File: src/fspr_pkg.sv
// constants for the flash status and array protection block
// Behaviour
// - Lock bit S8 at 1 blocks all status writes until power is cycled.
// - The lock is either volatile until power-up or permanent through OTP.
// - Suspend flag S15 sets on 75h, clears on 7Ah or power cycle.
// - Three security lock bits S13..S11 default to 0, unlocked.
// - Each security lock bit sets on its own and never clears again.
// - Read-only bit S16 shows current address width, 1 is four bytes.
// - Power-up width bit S17 is used only at init, written only via 06h.
// - Power-up width 0 starts in three-byte mode, 1 in four-byte mode.
// - Scheme bit S18 picks range protection at 0, block locks at 1.
// - All individual block locks are set at power-on and reset.
// - Drive bits S22,S21 give 100,75,50,25 percent; 25 percent default.
// - Reserved bits ignore writes; they read as zero here.
// - Range bits protect none, 2^(n-1) blocks from top/bottom, or all.
// - Complement bit inverts the protected region chosen by range bits.
// - Status writes need write enable; the latch clears when write ends.
// - Erase or program touching any protected block is ignored.
`default_nettype none

package fspr_pkg;
    // ==========================================================
    // instruction codes
    localparam logic [7:0] CMD_WREN = 8'h06;
    localparam logic [7:0] CMD_VWREN = 8'h50;
    localparam logic [7:0] CMD_WRDI = 8'h04;
    localparam logic [7:0] CMD_WRSR1 = 8'h01;
    localparam logic [7:0] CMD_WRSR2 = 8'h31;
    localparam logic [7:0] CMD_WRSR3 = 8'h11;
    localparam logic [7:0] CMD_RDSR1 = 8'h05;
    localparam logic [7:0] CMD_RDSR2 = 8'h35;
    localparam logic [7:0] CMD_RDSR3 = 8'h15;
    localparam logic [7:0] CMD_SUSPEND = 8'h75;
    localparam logic [7:0] CMD_RESUME = 8'h7a;
    localparam logic [7:0] CMD_EN4B = 8'hb7;
    localparam logic [7:0] CMD_EX4B = 8'he9;

    // ==========================================================
    // field positions within each status byte
    localparam int SR1_WEL = 1;
    localparam int SR1_BP_LO = 2;
    localparam int SR1_TB = 6;
    localparam int SR2_LOCK = 0;
    localparam int SR2_LB_LO = 3;
    localparam int SR2_CMP = 6;
    localparam int SR2_SUS = 7;
    localparam int SR3_ADS = 0;
    localparam int SR3_ADP = 1;
    localparam int SR3_WPS = 2;
    localparam int SR3_DRV_LO = 5;

    // ==========================================================
    // reset and factory values, plus last bit index, all-protect threshold and block number width
    localparam logic [1:0] DRV_DEFAULT = 2'h3;
    localparam logic [3:0] BP_DEFAULT = 4'h0;
    localparam logic [2:0] LB_DEFAULT = 3'h0;
    localparam logic ADP_DEFAULT = 1'b0;
    localparam logic [3:0] BIT_LAST = 4'h7;
    localparam logic [3:0] BP_ALL_FROM = 4'ha;
    localparam int BLK_W = 9;
endpackage

`default_nettype wire

File: src/fspr_range_dec.sv
// range decode: does a block span hit the protected area
`timescale 1ns/1ps
`default_nettype none

module fspr_range_dec
    import fspr_pkg::*;
#(
    parameter int BW = BLK_W
) (
    // protection settings
    input wire logic cmp_in,
    input wire logic tb_in,
    input wire logic [3:0] bp_in,
    // target span, first and last block
    input wire logic [BW-1:0] first_in,
    input wire logic [BW-1:0] last_in,
    // result
    output logic hit_out
);
    logic none_w;
    logic [BW:0] cnt_w;
    logic [BW-1:0] lo_w;
    logic [BW-1:0] hi_w;
    logic inside_w;

    // protected interval before complement
    always_comb begin
        none_w = (bp_in == 4'h0);
        cnt_w = (BW+1)'(1) << (bp_in - 4'h1);
        lo_w = '0;
        hi_w = '1;
        if (bp_in < BP_ALL_FROM && !none_w) begin
            if (tb_in) begin
                hi_w = BW'(cnt_w - (BW+1)'(1));
            end else begin
                lo_w = BW'((BW+1)'(1) << BW) - BW'(cnt_w);
            end
        end
        inside_w = (first_in >= lo_w) && (last_in <= hi_w);
        // complement: the interval becomes the writable part
        if (cmp_in) begin
            hit_out = none_w ? 1'b1 : !inside_w;
        end else begin
            hit_out = none_w ? 1'b0 : (last_in >= lo_w && first_in <= hi_w);
        end
    end
endmodule // fspr_range_dec

`default_nettype wire

File: src/fspr_status_protect.sv
// status register control and array protection of one flash die
`timescale 1ns/1ps
`default_nettype none

module fspr_status_protect
    import fspr_pkg::*;
#(
    parameter int BW = BLK_W
) (
    // clock, reset, enable
    input wire logic clk_in,
    input wire logic reset_in,
    input wire logic ce_in,
    input wire logic nv_factory_init_in,
    // serial pins
    input wire logic spi_cs_n_in,
    input wire logic spi_sclk_in,
    input wire logic spi_di_in,
    output logic spi_do_out,
    output logic spi_do_oe_n_out,
    // erase/program check from the array controller
    input wire logic pe_req_in,
    input wire logic [BW-1:0] pe_first_blk_in,
    input wire logic [BW-1:0] pe_last_blk_in,
    output logic pe_accept_out,
    output logic pe_ignore_out,
    // status seen by the rest of the die
    output logic status_write_lock_out,
    output logic suspend_flag_out,
    output logic [2:0] secure_region_lock_out,
    output logic current_addr_width_out,
    output logic protect_scheme_select_out,
    output logic [1:0] drive_strength_out,
    output logic blk_locks_all_set_out
);
    typedef struct packed {
        logic cs_s1, cs_s2, cs_d;
        logic ck_s1, ck_s2, ck_d;
        logic di_s1, di_s2;
        logic [3:0] bit_cnt;
        logic [7:0] shift_in;
        logic [7:0] opcode;
        logic have_op, have_data;
        logic [7:0] wdata;
        logic [7:0] shift_out;
        logic rd_active, miso, miso_oe_n;
        logic write_enable_latch, vwe;
        logic suspend, srl_vol, lock;
        logic cmp, tb;
        logic [3:0] bp;
        logic protect_scheme_select;
        logic [1:0] drv;
        logic current_addr_width, init_pend, blk_lock_all;
        logic pe_accept, pe_ignore;
        // kept across reset, like non-volatile cells
        logic srl_otp;
        logic [2:0] lb;
        logic powerup_addr_width;
    } fspr_state_s;

    fspr_state_s st_ff;
    fspr_state_s nxt_st;
    fspr_state_s rst_val;
    logic rise_w, fall_w, cs_start_w, cs_end_w;
    logic [7:0] byte_w;
    logic [7:0] rd_val_w;
    logic range_hit_w;
    logic pe_hit_w;
    logic wr_ok_w, nv_wr_w, is_wrsr_w;

    // ==========================================================
    // range decode of the span the array controller asks about
    fspr_range_dec #(
        .BW(BW)
    ) u_range (
        .cmp_in(st_ff.cmp),
        .tb_in(st_ff.tb),
        .bp_in(st_ff.bp),
        .first_in(pe_first_blk_in),
        .last_in(pe_last_blk_in),
        .hit_out(range_hit_w)
    );

    // scheme select picks range bits or the block locks
    assign pe_hit_w = st_ff.protect_scheme_select ? st_ff.blk_lock_all : range_hit_w;

    // ==========================================================
    // read value of the status byte named by an opcode
    always_comb begin
        rd_val_w = 8'h00; // reserved bits read as zero
        unique case (byte_w)
            CMD_RDSR1: begin
                rd_val_w[SR1_WEL] = st_ff.write_enable_latch;
                rd_val_w[SR1_BP_LO +: 4] = st_ff.bp;
                rd_val_w[SR1_TB] = st_ff.tb;
            end
            CMD_RDSR2: begin
                rd_val_w[SR2_LOCK] = st_ff.lock;
                rd_val_w[SR2_LB_LO +: 3] = st_ff.lb;
                rd_val_w[SR2_CMP] = st_ff.cmp;
                rd_val_w[SR2_SUS] = st_ff.suspend;
            end
            CMD_RDSR3: begin
                rd_val_w[SR3_ADS] = st_ff.current_addr_width;
                rd_val_w[SR3_ADP] = st_ff.powerup_addr_width;
                rd_val_w[SR3_WPS] = st_ff.protect_scheme_select;
                rd_val_w[SR3_DRV_LO +: 2] = st_ff.drv;
            end
            default: rd_val_w = 8'h00;
        endcase
    end

    // ==========================================================
    // edges of the sampled serial pins
    assign rise_w = st_ff.ck_s2 & ~st_ff.ck_d;
    assign fall_w = ~st_ff.ck_s2 & st_ff.ck_d;
    assign cs_start_w = ~st_ff.cs_s2 & st_ff.cs_d;
    assign cs_end_w = st_ff.cs_s2 & ~st_ff.cs_d;
    assign byte_w = {st_ff.shift_in[6:0], st_ff.di_s2};
    assign is_wrsr_w = (st_ff.opcode == CMD_WRSR1)
        || (st_ff.opcode == CMD_WRSR2) || (st_ff.opcode == CMD_WRSR3);
    // latch check; locked writes are dropped whole
    assign wr_ok_w = (st_ff.write_enable_latch | st_ff.vwe) & ~st_ff.lock;
    assign nv_wr_w = st_ff.write_enable_latch;

    // ==========================================================
    // next state
    always_comb begin
        nxt_st = st_ff;
        nxt_st.pe_accept = 1'b0;
        nxt_st.pe_ignore = 1'b0;
        // two-stage synchronisers, first stage read only by the second
        nxt_st.cs_s1 = spi_cs_n_in;
        nxt_st.cs_s2 = st_ff.cs_s1;
        nxt_st.cs_d = st_ff.cs_s2;
        nxt_st.ck_s1 = spi_sclk_in;
        nxt_st.ck_s2 = st_ff.ck_s1;
        nxt_st.ck_d = st_ff.ck_s2;
        nxt_st.di_s1 = spi_di_in;
        nxt_st.di_s2 = st_ff.di_s1;

        // width chosen from the power-up bit, once after reset
        if (st_ff.init_pend) begin
            nxt_st.current_addr_width = st_ff.powerup_addr_width;
            nxt_st.init_pend = 1'b0;
        end

        // shift in on rising edges, MSB first
        if (cs_start_w) begin
            nxt_st.bit_cnt = 4'h0;
            nxt_st.have_op = 1'b0;
            nxt_st.have_data = 1'b0;
            nxt_st.rd_active = 1'b0;
        end else if (!st_ff.cs_s2 && rise_w) begin
            nxt_st.shift_in = byte_w;
            nxt_st.bit_cnt = st_ff.bit_cnt + 4'h1;
            if (st_ff.bit_cnt == BIT_LAST) begin
                nxt_st.bit_cnt = 4'h0;
                if (!st_ff.have_op) begin
                    nxt_st.opcode = byte_w;
                    nxt_st.have_op = 1'b1;
                    nxt_st.shift_out = rd_val_w;
                    nxt_st.rd_active = (byte_w == CMD_RDSR1)
                        || (byte_w == CMD_RDSR2) || (byte_w == CMD_RDSR3);
                end else if (!st_ff.have_data) begin
                    nxt_st.wdata = byte_w;
                    nxt_st.have_data = 1'b1;
                end
            end
        end

        // rotate out so clocking on repeats the same byte
        if (!st_ff.cs_s2 && fall_w && st_ff.rd_active) begin
            nxt_st.miso = st_ff.shift_out[7];
            nxt_st.shift_out = {st_ff.shift_out[6:0], st_ff.shift_out[7]};
        end
        if (cs_end_w) begin
            nxt_st.rd_active = 1'b0;
        end

        // commands act at deselect, only on whole bytes
        if (cs_end_w && st_ff.have_op && st_ff.bit_cnt == 4'h0) begin
            unique case (st_ff.opcode)
                CMD_WREN: begin
                    nxt_st.write_enable_latch = 1'b1;
                    nxt_st.vwe = 1'b0;
                end
                CMD_VWREN: nxt_st.vwe = 1'b1;
                CMD_WRDI: begin
                    nxt_st.write_enable_latch = 1'b0;
                    nxt_st.vwe = 1'b0;
                end
                CMD_SUSPEND: nxt_st.suspend = 1'b1;
                CMD_RESUME: nxt_st.suspend = 1'b0;
                CMD_EN4B: nxt_st.current_addr_width = 1'b1;
                CMD_EX4B: nxt_st.current_addr_width = 1'b0;
                CMD_WRSR1, CMD_WRSR2, CMD_WRSR3: begin
                    if (st_ff.have_data) begin
                        // latch drops whether or not the write lands
                        nxt_st.write_enable_latch = 1'b0;
                        nxt_st.vwe = 1'b0;
                    end
                end
                default: nxt_st.opcode = st_ff.opcode;
            endcase
            if (is_wrsr_w && st_ff.have_data && wr_ok_w) begin
                if (st_ff.opcode == CMD_WRSR1) begin
                    nxt_st.bp = st_ff.wdata[SR1_BP_LO +: 4];
                    nxt_st.tb = st_ff.wdata[SR1_TB];
                end else if (st_ff.opcode == CMD_WRSR2) begin
                    // 06h gives the permanent lock, 50h the volatile one
                    if (st_ff.wdata[SR2_LOCK]) begin
                        if (nv_wr_w) begin
                            nxt_st.srl_otp = 1'b1;
                        end else begin
                            nxt_st.srl_vol = 1'b1;
                        end
                    end
                    // security locks only ever gain ones
                    nxt_st.lb = st_ff.lb | st_ff.wdata[SR2_LB_LO +: 3];
                    nxt_st.cmp = st_ff.wdata[SR2_CMP];
                end else begin
                    if (nv_wr_w) begin
                        nxt_st.powerup_addr_width = st_ff.wdata[SR3_ADP];
                    end
                    nxt_st.protect_scheme_select = st_ff.wdata[SR3_WPS];
                    nxt_st.drv = st_ff.wdata[SR3_DRV_LO +: 2];
                end
            end
        end
        nxt_st.lock = nxt_st.srl_vol | nxt_st.srl_otp;
        nxt_st.miso_oe_n = ~(nxt_st.rd_active & ~st_ff.cs_s2);

        // span touching protection is dropped, not partly done
        if (pe_req_in) begin
            nxt_st.pe_ignore = pe_hit_w;
            nxt_st.pe_accept = ~pe_hit_w;
        end
    end

    // ==========================================================
    // power-up values; non-volatile cells survive unless factory init
    always_comb begin
        rst_val = '0;
        rst_val.cs_s1 = 1'b1;
        rst_val.cs_s2 = 1'b1;
        rst_val.cs_d = 1'b1;
        rst_val.miso_oe_n = 1'b1;
        rst_val.bp = BP_DEFAULT;
        rst_val.drv = DRV_DEFAULT;
        rst_val.init_pend = 1'b1;
        rst_val.blk_lock_all = 1'b1;
        rst_val.srl_otp = nv_factory_init_in ? 1'b0 : st_ff.srl_otp;
        rst_val.lb = nv_factory_init_in ? LB_DEFAULT : st_ff.lb;
        rst_val.powerup_addr_width = nv_factory_init_in ? ADP_DEFAULT : st_ff.powerup_addr_width;
        rst_val.lock = rst_val.srl_otp;
    end

    // ==========================================================
    // single state register; clock enable freezes everything
    always_ff @(posedge clk_in) begin
        if (reset_in) begin
            st_ff <= rst_val;
        end else if (ce_in) begin
            st_ff <= nxt_st;
        end
    end

    // outputs straight from the state register
    assign spi_do_out = st_ff.miso;
    assign spi_do_oe_n_out = st_ff.miso_oe_n;
    assign pe_accept_out = st_ff.pe_accept;
    assign pe_ignore_out = st_ff.pe_ignore;
    assign status_write_lock_out = st_ff.lock;
    assign suspend_flag_out = st_ff.suspend;
    assign secure_region_lock_out = st_ff.lb;
    assign current_addr_width_out = st_ff.current_addr_width;
    assign protect_scheme_select_out = st_ff.protect_scheme_select;
    assign drive_strength_out = st_ff.drv;
    assign blk_locks_all_set_out = st_ff.blk_lock_all;
endmodule // fspr_status_protect

`default_nettype wire

File: config.mk
export PLATFORM = sky130hd
export DESIGN_NAME = fspr_status_protect
export DESIGN_NICKNAME = d
export VERILOG_FILES = /design/src/fspr_pkg.sv /design/src/fspr_range_dec.sv /design/src/fspr_status_protect.sv
export SDC_FILE = /design/constraint.sdc
export NUM_CORES = 1
export LEC_CHECK = 0
export BUFFER_PORTS_ARGS = -buffer_cell sky130_fd_sc_hd__buf_4
export CAP_MARGIN = 15
export CORE_MARGIN = 1
export CORE_UTILIZATION = 54
export DETAILED_ROUTE_END_ITERATION = 8
export MAX_ROUTING_LAYER = met4
export PLACE_DENSITY = 0.76
export REMOVE_ABC_BUFFERS = 1
export SKIP_LAST_GASP = 1
export SLEW_MARGIN = 20
export SYNTH_ARGS = -nofsm -noshare
export SYNTH_HDL_FRONTEND = slang
export SYNTH_HIERARCHICAL = 1
export SYNTH_SLANG_ARGS = --single-unit
File: constraint.sdc
create_clock -name clk_in -period 3.6 [get_ports clk_in]
set_clock_uncertainty 0.05 [all_clocks]
set_input_delay 0.72 -clock clk_in [delete_from_list [all_inputs] [get_ports clk_in]]
set_output_delay 0.72 -clock clk_in [all_outputs]
set_load 0.02 [all_outputs]
==> results of run 1 <==
==> worst reg2reg max path, stage by stage, from the launching register on <==
cell and delay, ns:
sky130_fd_sc_hd__dfxtp_1 0.32, sky130_fd_sc_hd__nor2_2 0.12, sky130_fd_sc_hd__nand3b_1 0.20, sky130_fd_sc_hd__ha_4 0.26
sky130_fd_sc_hd__clkbuf_2 0.14, sky130_fd_sc_hd__o21ai_2 0.13, sky130_fd_sc_hd__a22oi_1 0.08, sky130_fd_sc_hd__o32a_1 0.21
sky130_fd_sc_hd__nor2_2 0.15, sky130_fd_sc_hd__ha_1 0.23, sky130_fd_sc_hd__and3_1 0.17, sky130_fd_sc_hd__and3_1 0.19
sky130_fd_sc_hd__a31oi_1 0.17, sky130_fd_sc_hd__maj3_2 0.22, sky130_fd_sc_hd__nand4_1 0.10, sky130_fd_sc_hd__a32o_2 0.29
sky130_fd_sc_hd__o211ai_1 0.17, sky130_fd_sc_hd__a21oi_1 0.09
==> registers in the layout, indices dropped and copies added, names as in the netlist, 2 cells and up <==
name and flops:
secure_region_lock_out 3, drive_strength_out 2, byte_w 8, st_ff 43, nxt_st 5
==> cells in the mapped netlist (3+ instances only) <==
| cell | n | area share |
|---|---|---|
| sky130_fd_sc_hd__mux2_2 | 3 | 0.0074 |
| sky130_fd_sc_hd__ha_1 | 37 | 0.10 |
| sky130_fd_sc_hd__xor2_1 | 4 | 0.0077 |
| sky130_fd_sc_hd__nand2b_1 | 14 | 0.019 |
| sky130_fd_sc_hd__nor4b_1 | 3 | 0.0058 |
| sky130_fd_sc_hd__nand3b_1 | 8 | 0.013 |
| sky130_fd_sc_hd__and3_1 | 7 | 0.0096 |
| sky130_fd_sc_hd__a31oi_1 | 5 | 0.0069 |
| sky130_fd_sc_hd__o21a_1 | 4 | 0.0066 |
| sky130_fd_sc_hd__buf_4 | 6 | 0.0099 |
| sky130_fd_sc_hd__inv_1 | 8 | 0.0066 |
| sky130_fd_sc_hd__buf_6 | 3 | 0.0074 |
| sky130_fd_sc_hd__and2_1 | 4 | 0.0055 |
| sky130_fd_sc_hd__o21ai_0 | 23 | 0.025 |
| sky130_fd_sc_hd__o31ai_1 | 3 | 0.0049 |
| sky130_fd_sc_hd__mux2i_1 | 33 | 0.072 |
| sky130_fd_sc_hd__edfxtp_1 | 6 | 0.040 |
| sky130_fd_sc_hd__a21oi_1 | 31 | 0.034 |
| sky130_fd_sc_hd__a21o_1 | 7 | 0.012 |
| sky130_fd_sc_hd__dfxtp_1 | 64 | 0.28 |
| sky130_fd_sc_hd__nor2b_1 | 10 | 0.014 |
| sky130_fd_sc_hd__nand4_1 | 11 | 0.015 |
| sky130_fd_sc_hd__nor2_1 | 66 | 0.054 |
| sky130_fd_sc_hd__nand3_1 | 17 | 0.019 |
| sky130_fd_sc_hd__clkbuf_1 | 19 | 0.016 |
| sky130_fd_sc_hd__buf_1 | 5 | 0.0041 |
| sky130_fd_sc_hd__nor3_1 | 11 | 0.012 |
| sky130_fd_sc_hd__a211oi_1 | 16 | 0.026 |
| sky130_fd_sc_hd__a22o_1 | 5 | 0.0096 |
| sky130_fd_sc_hd__nand2_1 | 21 | 0.017 |
| sky130_fd_sc_hd__a22oi_1 | 9 | 0.015 |
| sky130_fd_sc_hd__or2_2 | 4 | 0.0055 |
| sky130_fd_sc_hd__nor4_1 | 6 | 0.0082 |
==> through the flow <==
stage / power, mW / utilization / instance area (um2) / std cells
6_report: 1.55 / 0.621 / 5070 / 657
3_3_place_gp: 0.941 / 0.592 / 4840 / 639
3_5_place_dp: 0.946 / 0.592 / 4840 / 639
5_1_grt: 1.61 / 0.621 / 5070 / 657
2_1_floorplan: 0.880 / - / 4380 / 490
4_1_cts: 1.55 / 0.616 / 5030 / 655
==> cell type report <==
class	count	area, um2
Tap cell	105	131
Timing Repair Buffer	46	343
Clock inverter	5	60.1
Multi-Input combinational cell	410	2910
Clock buffer	11	131
Inverter	10	37.5
Sequential cell	70	1460
Fill cell	703	3100
==> per-layer routing <==
layer	up-vias	global-route usage	share of wire
met5	-	-	0
met4	0	0.0731	0.0086
met3	9	0.0461	0.048
li1	1987	-	-
met2	101	0.423	0.48
met1	1925	0.347	0.46
==> placed cells by master (no fill, tap or decap), types with 5 or more instances in the layout <==
master | synthesis | final
sky130_fd_sc_hd__nor2_1 | 66 | 64
sky130_fd_sc_hd__dfxtp_1 | 64 | 63
sky130_fd_sc_hd__buf_4 | 6 | 45
sky130_fd_sc_hd__ha_1 | 37 | 36
sky130_fd_sc_hd__mux2i_1 | 33 | 33
sky130_fd_sc_hd__a21oi_1 | 31 | 31
sky130_fd_sc_hd__o21ai_0 | 23 | 22
sky130_fd_sc_hd__nand2_1 | 21 | 21
sky130_fd_sc_hd__nand3_1 | 17 | 17
sky130_fd_sc_hd__a211oi_1 | 16 | 16
sky130_fd_sc_hd__nand2b_1 | 14 | 14
sky130_fd_sc_hd__nor3_1 | 11 | 11
sky130_fd_sc_hd__nand4_1 | 11 | 11
sky130_fd_sc_hd__a22oi_1 | 9 | 9
sky130_fd_sc_hd__clkbuf_8 | 0 | 9
sky130_fd_sc_hd__inv_1 | 8 | 8
sky130_fd_sc_hd__nor2b_1 | 10 | 8
sky130_fd_sc_hd__nand3b_1 | 8 | 8
sky130_fd_sc_hd__and3_1 | 7 | 7
sky130_fd_sc_hd__a21o_1 | 7 | 7
sky130_fd_sc_hd__nor4_1 | 6 | 6
sky130_fd_sc_hd__edfxtp_1 | 6 | 6
sky130_fd_sc_hd__a31oi_1 | 5 | 5
sky130_fd_sc_hd__a22o_1 | 5 | 5
==> power by group through the flow <==
stage          combinational (mW)  sequential [mW]  clock (mW)
2_1_floorplan              0.0534            0.826           0
3_3_place_gp                0.117            0.825           0
3_5_place_dp                0.121            0.825           0
4_1_cts                     0.121            0.807       0.625
5_1_grt                     0.135            0.809       0.668
6_report                    0.121            0.807       0.618
==> worst paths after layout <==
path	start	end	slack (ns)	cells after the start
setup / recovery	st_ff[16]	pe_ignore_out	0.16	17
hold reg to reg	nxt_st[71]	nxt_st[70]	0.42	1
setup reg to reg	st_ff[16]	pe_ignore_out	0.16	17
hold / removal	nxt_st[71]	nxt_st[70]	0.42	1
==> logic make-up (layout without fill, tap and decap cells) <==
| family | after synthesis | after routing | share of synthesized area |
|---|---|---|---|
| adders and majority gates | 38 | 38 | 0.104 |
| other | 1 | 1 | 0.000823 |
| buffers and inverters | 45 | 72 | 0.0475 |
| AOI/OAI and AO/OA | 128 | 128 | 0.191 |
| and+or+nand+nor | 202 | 202 | 0.247 |
| muxes | 36 | 36 | 0.0799 |
| DFF | 70 | 70 | 0.321 |
| xor gates and xnor gates | 5 | 5 | 0.00961 |
==> repair_timing <==
item,CTS,global route
endpoints found under the setup margin,0,2
hold buffers,0,0
resized for setup,0,11
setup buffers,0,2
==> out/summary.md, run 1 <==
For this run, the detailed router's first-pass iteration total came to 7. The slew at the pin closest to its max-slew limit was 0.956 ns; the count of buffer and inverter cells on the critical path was 1. The flow ran to the end, and the final reports show no timing, DRC or antenna violations.

The chip width was 93.9 um. The final-report max-slew violation count came out at 0. The areal power density over the cells was 305 nW/um2; the number of flops mapped to enable cells by yosys was 6. After synthesis the cells add up to 4560 um2. The logs give 0.266 for the overall routing resource usage and 3.57 ns for the endpoint arrival time on the critical path. The number of antenna violations at the first check in global routing is 0, and the overall die area is 8810 um2.

The layout overhead on the synthesized area was 11.3%; the placed wire-length estimate after detailed placement was 8090 um. Data on the critical path is required at its endpoint by 3.74 ns. For the number of design-rule violations left by the first detailed-router iteration, the log shows 378.

The switching share of power is 0.242. The clock passes through at most 2 buffers. After synthesis, the mean cell area works out to 8.68 um2. The effective utilization at floorplan came out at 0.558.

The most used flip-flop cell after synthesis is sky130_fd_sc_hd__dfxtp_1. The number of max-cap violations came out at 0. The placeable core region came out at 8180 um2. Walking the worst path, the cells encountered are nor2_2 > nand3b_1 > ha_4 > clkbuf_2 > o21ai_2 > a22oi_1 > o32a_1 > nor2_2 > ha_1 > and3_1 > and3_1 > a31oi_1 > maj3_2 > nand4_1 > a32o_2 > o211ai_1 > a21oi_1. The flip-flop and latch count after synthesis was 70; the number of diodes was 0. The run gives 0.079 as the combinational share of power. Buffers inserted during clock tree synthesis total 9. The run gives 3,756 as the via count of the first global-routing pass. The CTS sink count is 70. The tools report the setup slack of the critical path after layout as 0.164 ns. The portion of total power attributed to the clock network was 0.400.

In this design, the stage delay of the slowest critical-path cell is 0.32 ns. The final-report hold violation count is 0. For the finished layout, the period the worst path requires is 3.44 ns. For this run, design rule violations remaining after detail routing come to 0. Chip height: 93.9 um.

The final worst-path cycle share came out at 0.954. The share of layout cells above drive strength 1 is 0.159, and the maximum number of pins on one net before global-route repair is 77. For the number of nets still failing antenna checks after routing, the log shows 0.

Hold is met by 0.421 ns. The run gives 3 as the number of H-tree levels. The fraction of registers with async set/reset was 0. The logs give 0.321 for the sequential area share after synthesis and 0.35 ns for the clock latency of the later-clocked register in the worst-skew pair.

The final route contains 4,022 vias. The worst setup path is captured at a flop. For the final routed database, the setup TNS stands at 0 ns. For the maximum clock frequency, the log shows 291 MHz. STA classifies the critical path startpoint as a flop. The tree is rooted in a sky130_fd_sc_hd__clkbuf_8. Summed over all layers, the routed wires come to 10,900 um.

The run gives 0.522 as the sequential cell fraction of total power. Class of the tightest hold or removal check: reg -> reg. TritonCTS built the clock tree. After global routing the overflow that remains totals 0.

For this design the static power due to leakage is 1.98 nW. The first global-routing pass estimated 17,900 um of wire. The tools report the I/O pin count as 40.

For this design the total switching power over the nets is 0.374 mW. Setup violations remaining at the end of the flow were counted as 0. Final layout net count: 610. The average vias per placed instance works out to 6.12. Average wire length per cell after detail routing: 16.6 um. The total number of placement rows came out at 33. Type of the worst setup path: reg -> reg. After clock tree synthesis, the clock-pin slew on the worst setup and hold paths is 0.07 ns. At the placement stage, the worst setup path has a slack of 0.104 ns. Grouping stages by cell kind, the critical path spends the most delay in compound AO/OA/AOI/OAI gates. Synthesis handed over a netlist of 525 instances.

The worst-case IR drop observed on VDD is 0.000219 V. The slowest library cell on the worst path was sky130_fd_sc_hd__dfxtp_1. The run gives 0.870 as the routability-driven placement congestion ratio. In this run the worst path has a maximum fanout of 6. The Yosys step of the flow raised 6 warnings. The worst relative slew slack came out at 0.357. The number of I/O port buffers works out to 38. In this run, distinct cell masters in the synthesized netlist total 74. The internal portion of the total power is 1.17 mW.
No activity file was read; power rests on OpenSTA's default activity.
==> inputs of run 2 (changes only) <==
--- a/config.mk
+++ b/config.mk
@@ -5,16 +5,17 @@
 export SDC_FILE = /design/constraint.sdc
 export NUM_CORES = 1
 export LEC_CHECK = 0
+export ABC_AREA = 1
 export BUFFER_PORTS_ARGS = -buffer_cell sky130_fd_sc_hd__buf_4
 export CAP_MARGIN = 15
 export CORE_MARGIN = 1
-export CORE_UTILIZATION = 54
+export CORE_UTILIZATION = 55
 export DETAILED_ROUTE_END_ITERATION = 8
 export MAX_ROUTING_LAYER = met4
-export PLACE_DENSITY = 0.76
+export PLACE_DENSITY = 0.77
 export REMOVE_ABC_BUFFERS = 1
 export SKIP_LAST_GASP = 1
-export SLEW_MARGIN = 20
+export SLEW_MARGIN = 0
 export SYNTH_ARGS = -nofsm -noshare
 export SYNTH_HDL_FRONTEND = slang
 export SYNTH_HIERARCHICAL = 1
==> run 2 against run 1 <==
Against the previous run:
- global-route usage up 4.0 points
- highest routed layer unchanged
- maximum frequency up 5.2%
- register-to-register slack better by 0.17 ns
- die area up 2.0%
- synthesized cell count up 36%
- non-clock buffer count down 5
- critical path depth up 5
- final cell count up 30%
==> out/summary.md, run 2 <==
The summed instance area of the synthesized netlist is 4740 um2, and the number of antenna violations at the first check in global routing is 0. The maximum clock frequency is 306 MHz, and the number of flops mapped to enable cells by yosys is 6. The slew at the pin closest to its max-slew limit came out at 0.811 ns. The most common cell in the synthesized netlist is sky130_fd_sc_hd__nand2_1.

Endpoint arrival time on the critical path: 3.51 ns. The fraction of registers with async set/reset is 0. Summed over all cells, the static leakage comes to 2.40 nW. The tools report the number of H-tree levels as 3. In this design, the largest share of critical-path delay is due to simple AND/OR/NAND/NOR gates. For the data required time at the worst endpoint, the log shows 3.84 ns. The overall die area was 8990 um2; the layout overhead on the synthesized area was 11.4%.

The number of buffers and inverters on the critical path is 2. The portion of total power attributed to the clock network came out at 0.440. For this run, the post-layout net count is 805. Average wire length per cell after detail routing: 15.1 um. After global routing the overflow that remains totals 0. In this run, CTS created clock tree buffers numbering 9. The CTS sink count was 70. The detailed router finished its first iteration with 197 violations. The chip height is 94.8 um.

Counting stages on the worst path, the most repeated cell is sky130_fd_sc_hd__nand2_1. The critical path goes through inv_1 > nor2_2 > nand2_1 > ha_1 > inv_1 > nor2_1 > o21ai_0 > nor2_1 > ha_1 > nand2_1 > nor2_1 > nand2_1 > nand3_1 > nand4_1 > nand2_1 > nand2_1 > nand2_1 > nand2_1 > nand3_1 > nand2_1 > nor2_1 > a32o_1. Overall routing resource usage: 0.306. The tools report the count of yosys warnings during synthesis as 6. Leaving out fill and tap cells, the most frequent cells in the layout are sky130_fd_sc_hd__nand2_1 (152), sky130_fd_sc_hd__nor2_1 (98), sky130_fd_sc_hd__inv_1 (83), sky130_fd_sc_hd__dfxtp_1 (63), sky130_fd_sc_hd__nand3_1 (60).

The top-area cell type share of the netlist area is 0.270. Buffers inserted to repair hold after CTS numbered 0. TritonCTS built the clock tree. The run gives 0 as the final-report hold violation count. For this run, the leading register cell type out of synthesis is sky130_fd_sc_hd__dfxtp_1. The total placed instance area is 5040 um2, and the routability-driven placement congestion ratio is 1.02. Once detailed placement completed, the half-perimeter wirelength came to 10,100 um. The sequential area share after synthesis was 0.309; the final setup violation count was 0. The synthesized design spends more area on one cell type than any other, namely sky130_fd_sc_hd__dfxtp_1. Summing all flip-flop and latch instances after layout gives 1460 um2. Most common cell after layout, fill and taps aside: sky130_fd_sc_hd__nand2_1. The register with the most flip-flops in the layout has 43 of them. The final route contains 4,636 vias. In this run the worst hold path is classified as reg -> reg.

The sequential cell fraction of total power came out at 0.480. After detailed routing, the total wire length is 12,800 um. Setup repair after global routing left no endpoint under its margin.

Clock latency on the worst-skew pair, taken at its later pin, is 0.35 ns. The highest fanout seen on the critical path was 4; the detailed-router iteration count before antenna repair was 5. From left edge to right edge, the die measures 94.8 um. The via count of the first global-routing pass was 4,421.

Flop-to-flop setup slack: 0.33 ns. Slowest library cell on the worst path: sky130_fd_sc_hd__dfxtp_1. By count the netlist is led by sky130_fd_sc_hd__nand2_1 (152), sky130_fd_sc_hd__nor2_1 (99), sky130_fd_sc_hd__inv_1 (83). The areal power density over the cells is 317 nW/um2, and the maximum number of pins on one net before global-route repair is 47.

Endpoint kind of the worst setup timing path: a flop. The core region is 8260 um2. The largest single stage delay on the critical path is 0.37 ns. The run gives 0 as the number of nets still failing antenna checks after routing. The tools report the critical path launch point type as a flop. The cell sitting at the root of the clock tree is a sky130_fd_sc_hd__clkbuf_8.

The tools report the combinational share of power as 0.080. The flip-flop and latch count after synthesis works out to 70. The tools report the final-report max-slew violation count as 0. The cell area after layout is 5280 um2.

Counting I/O delays and the setup requirement, the final critical path takes 3.27 ns. The clock passes through at most 2 buffers. The average instance in the mapped netlist occupies 6.65 um2. The internal power of the cells totals 1.27 mW.

Ranked by flip-flop count, first place goes to st_ff. The final worst-path cycle share came out at 0.907. The logs give 40 for the I/O pin count and 0 for the number of DRC violations after detailed routing.

The share of layout cells above drive strength 1 is 0.159, and the final-layout setup total negative slack is 0 ns. The number of I/O port buffers works out to 38. The tool flagged a number of max-cap violations equal to 0. Type of the worst setup path: reg -> reg. After filler insertion, the fill cell instance count of the layout stands at 811. The worst relative slew slack was 0.458; the power spent charging and discharging nets was 0.398 mW. The switching share of power was 0.238. Clock-pin slew was measured on the worst setup and hold paths at 0.08 ns. After synthesis, the cell types taking the most area are sky130_fd_sc_hd__dfxtp_1 (27%), sky130_fd_sc_hd__nand2_1 (12%), sky130_fd_sc_hd__ha_1 (9.8%). The logs give 39 for the number of different library cells in the post-synthesis netlist and 33 for the total number of placement rows. VDD sags by at most 0.000238 V. The run finished with clean final reports.

The number of antenna diodes in the final layout is 0. The first global-routing pass estimated 20,300 um of wire. The effective utilization at floorplan is 0.574, and the area used by multi-input combinational logic is 2760 um2. Using the TritonRoute via totals, the vias-per-cell ratio works out to 5.44.

Synthesis produced 712 cells.
run 2: cell families after synthesis:
family	count (synthesis)	share of synthesized area
and+or+nand+nor	367	0.347
buffers and inverters	121	0.110
AOI/OAI and AO/OA	116	0.136
DFF	70	0.309
adders and majority gates	37	0.0977
other	1	0.000792
run 2: per-layer routing:
layer / vias to the layer above / wire length, um / global-route usage
li1: 2362 / - / -
met1: 2065 / 5160 / 0.326
met2: 153 / 6350 / 0.530
met3: 56 / 686 / 0.0548
met4: 0 / 625 / 0.176
met5: - / 0 / -
run 2: through the flow:
step	power, mW	setup WS (ns)	hold WS (ns)	instances	util
finish	1.67	0.334	0.408	852	0.639
global route	1.72	0.00880	0.426	852	0.639
CTS	1.68	0.275	0.409	852	0.639
detailed placement	0.952	0.282	0.397	836	0.610
global placement	0.947	0.342	0.387	836	0.610
floorplan	0.888	0.952	0.376	690	-
run 2: tightest hold or removal path, stage by stage, from the launching register on:
cell	delay [ns]
sky130_fd_sc_hd__dfxtp_1	0.30
sky130_fd_sc_hd__inv_1	0.06
sky130_fd_sc_hd__a21oi_1	0.05
run 2: path summary, 6_finish.rpt:
path | to | from | cells after the start
max reg2reg | pe_accept_out | st_ff[13] | 22
min | nxt_st[71] | nxt_st[71] | 2
min reg2reg | nxt_st[71] | nxt_st[71] | 2
max | pe_accept_out | st_ff[13] | 22
run 2: area by class of cell:
type | count | area share
clock inverters | 3 | 0.00877
repair buffers | 41 | 0.0583
clock buffers | 13 | 0.0363
flip-flops and latches | 70 | 0.277
multi-input cells | 521 | 0.522
well taps | 105 | 0.0249
inverters | 99 | 0.0723
run 2: what timing repair did:
action / CTS / global route
resized for setup: 0 / 2
setup endpoints to repair: 0 / 2
buffers inserted: 0 / 0
run 2: power groups by stage:
stage	Combinational (mW)	Sequential (mW)	Clock (mW)
floorplan	0.0666	0.822	0
global placement	0.127	0.820	0
detailed placement	0.132	0.820	0
CTS	0.133	0.802	0.741
global route	0.148	0.802	0.774
finish	0.133	0.802	0.735
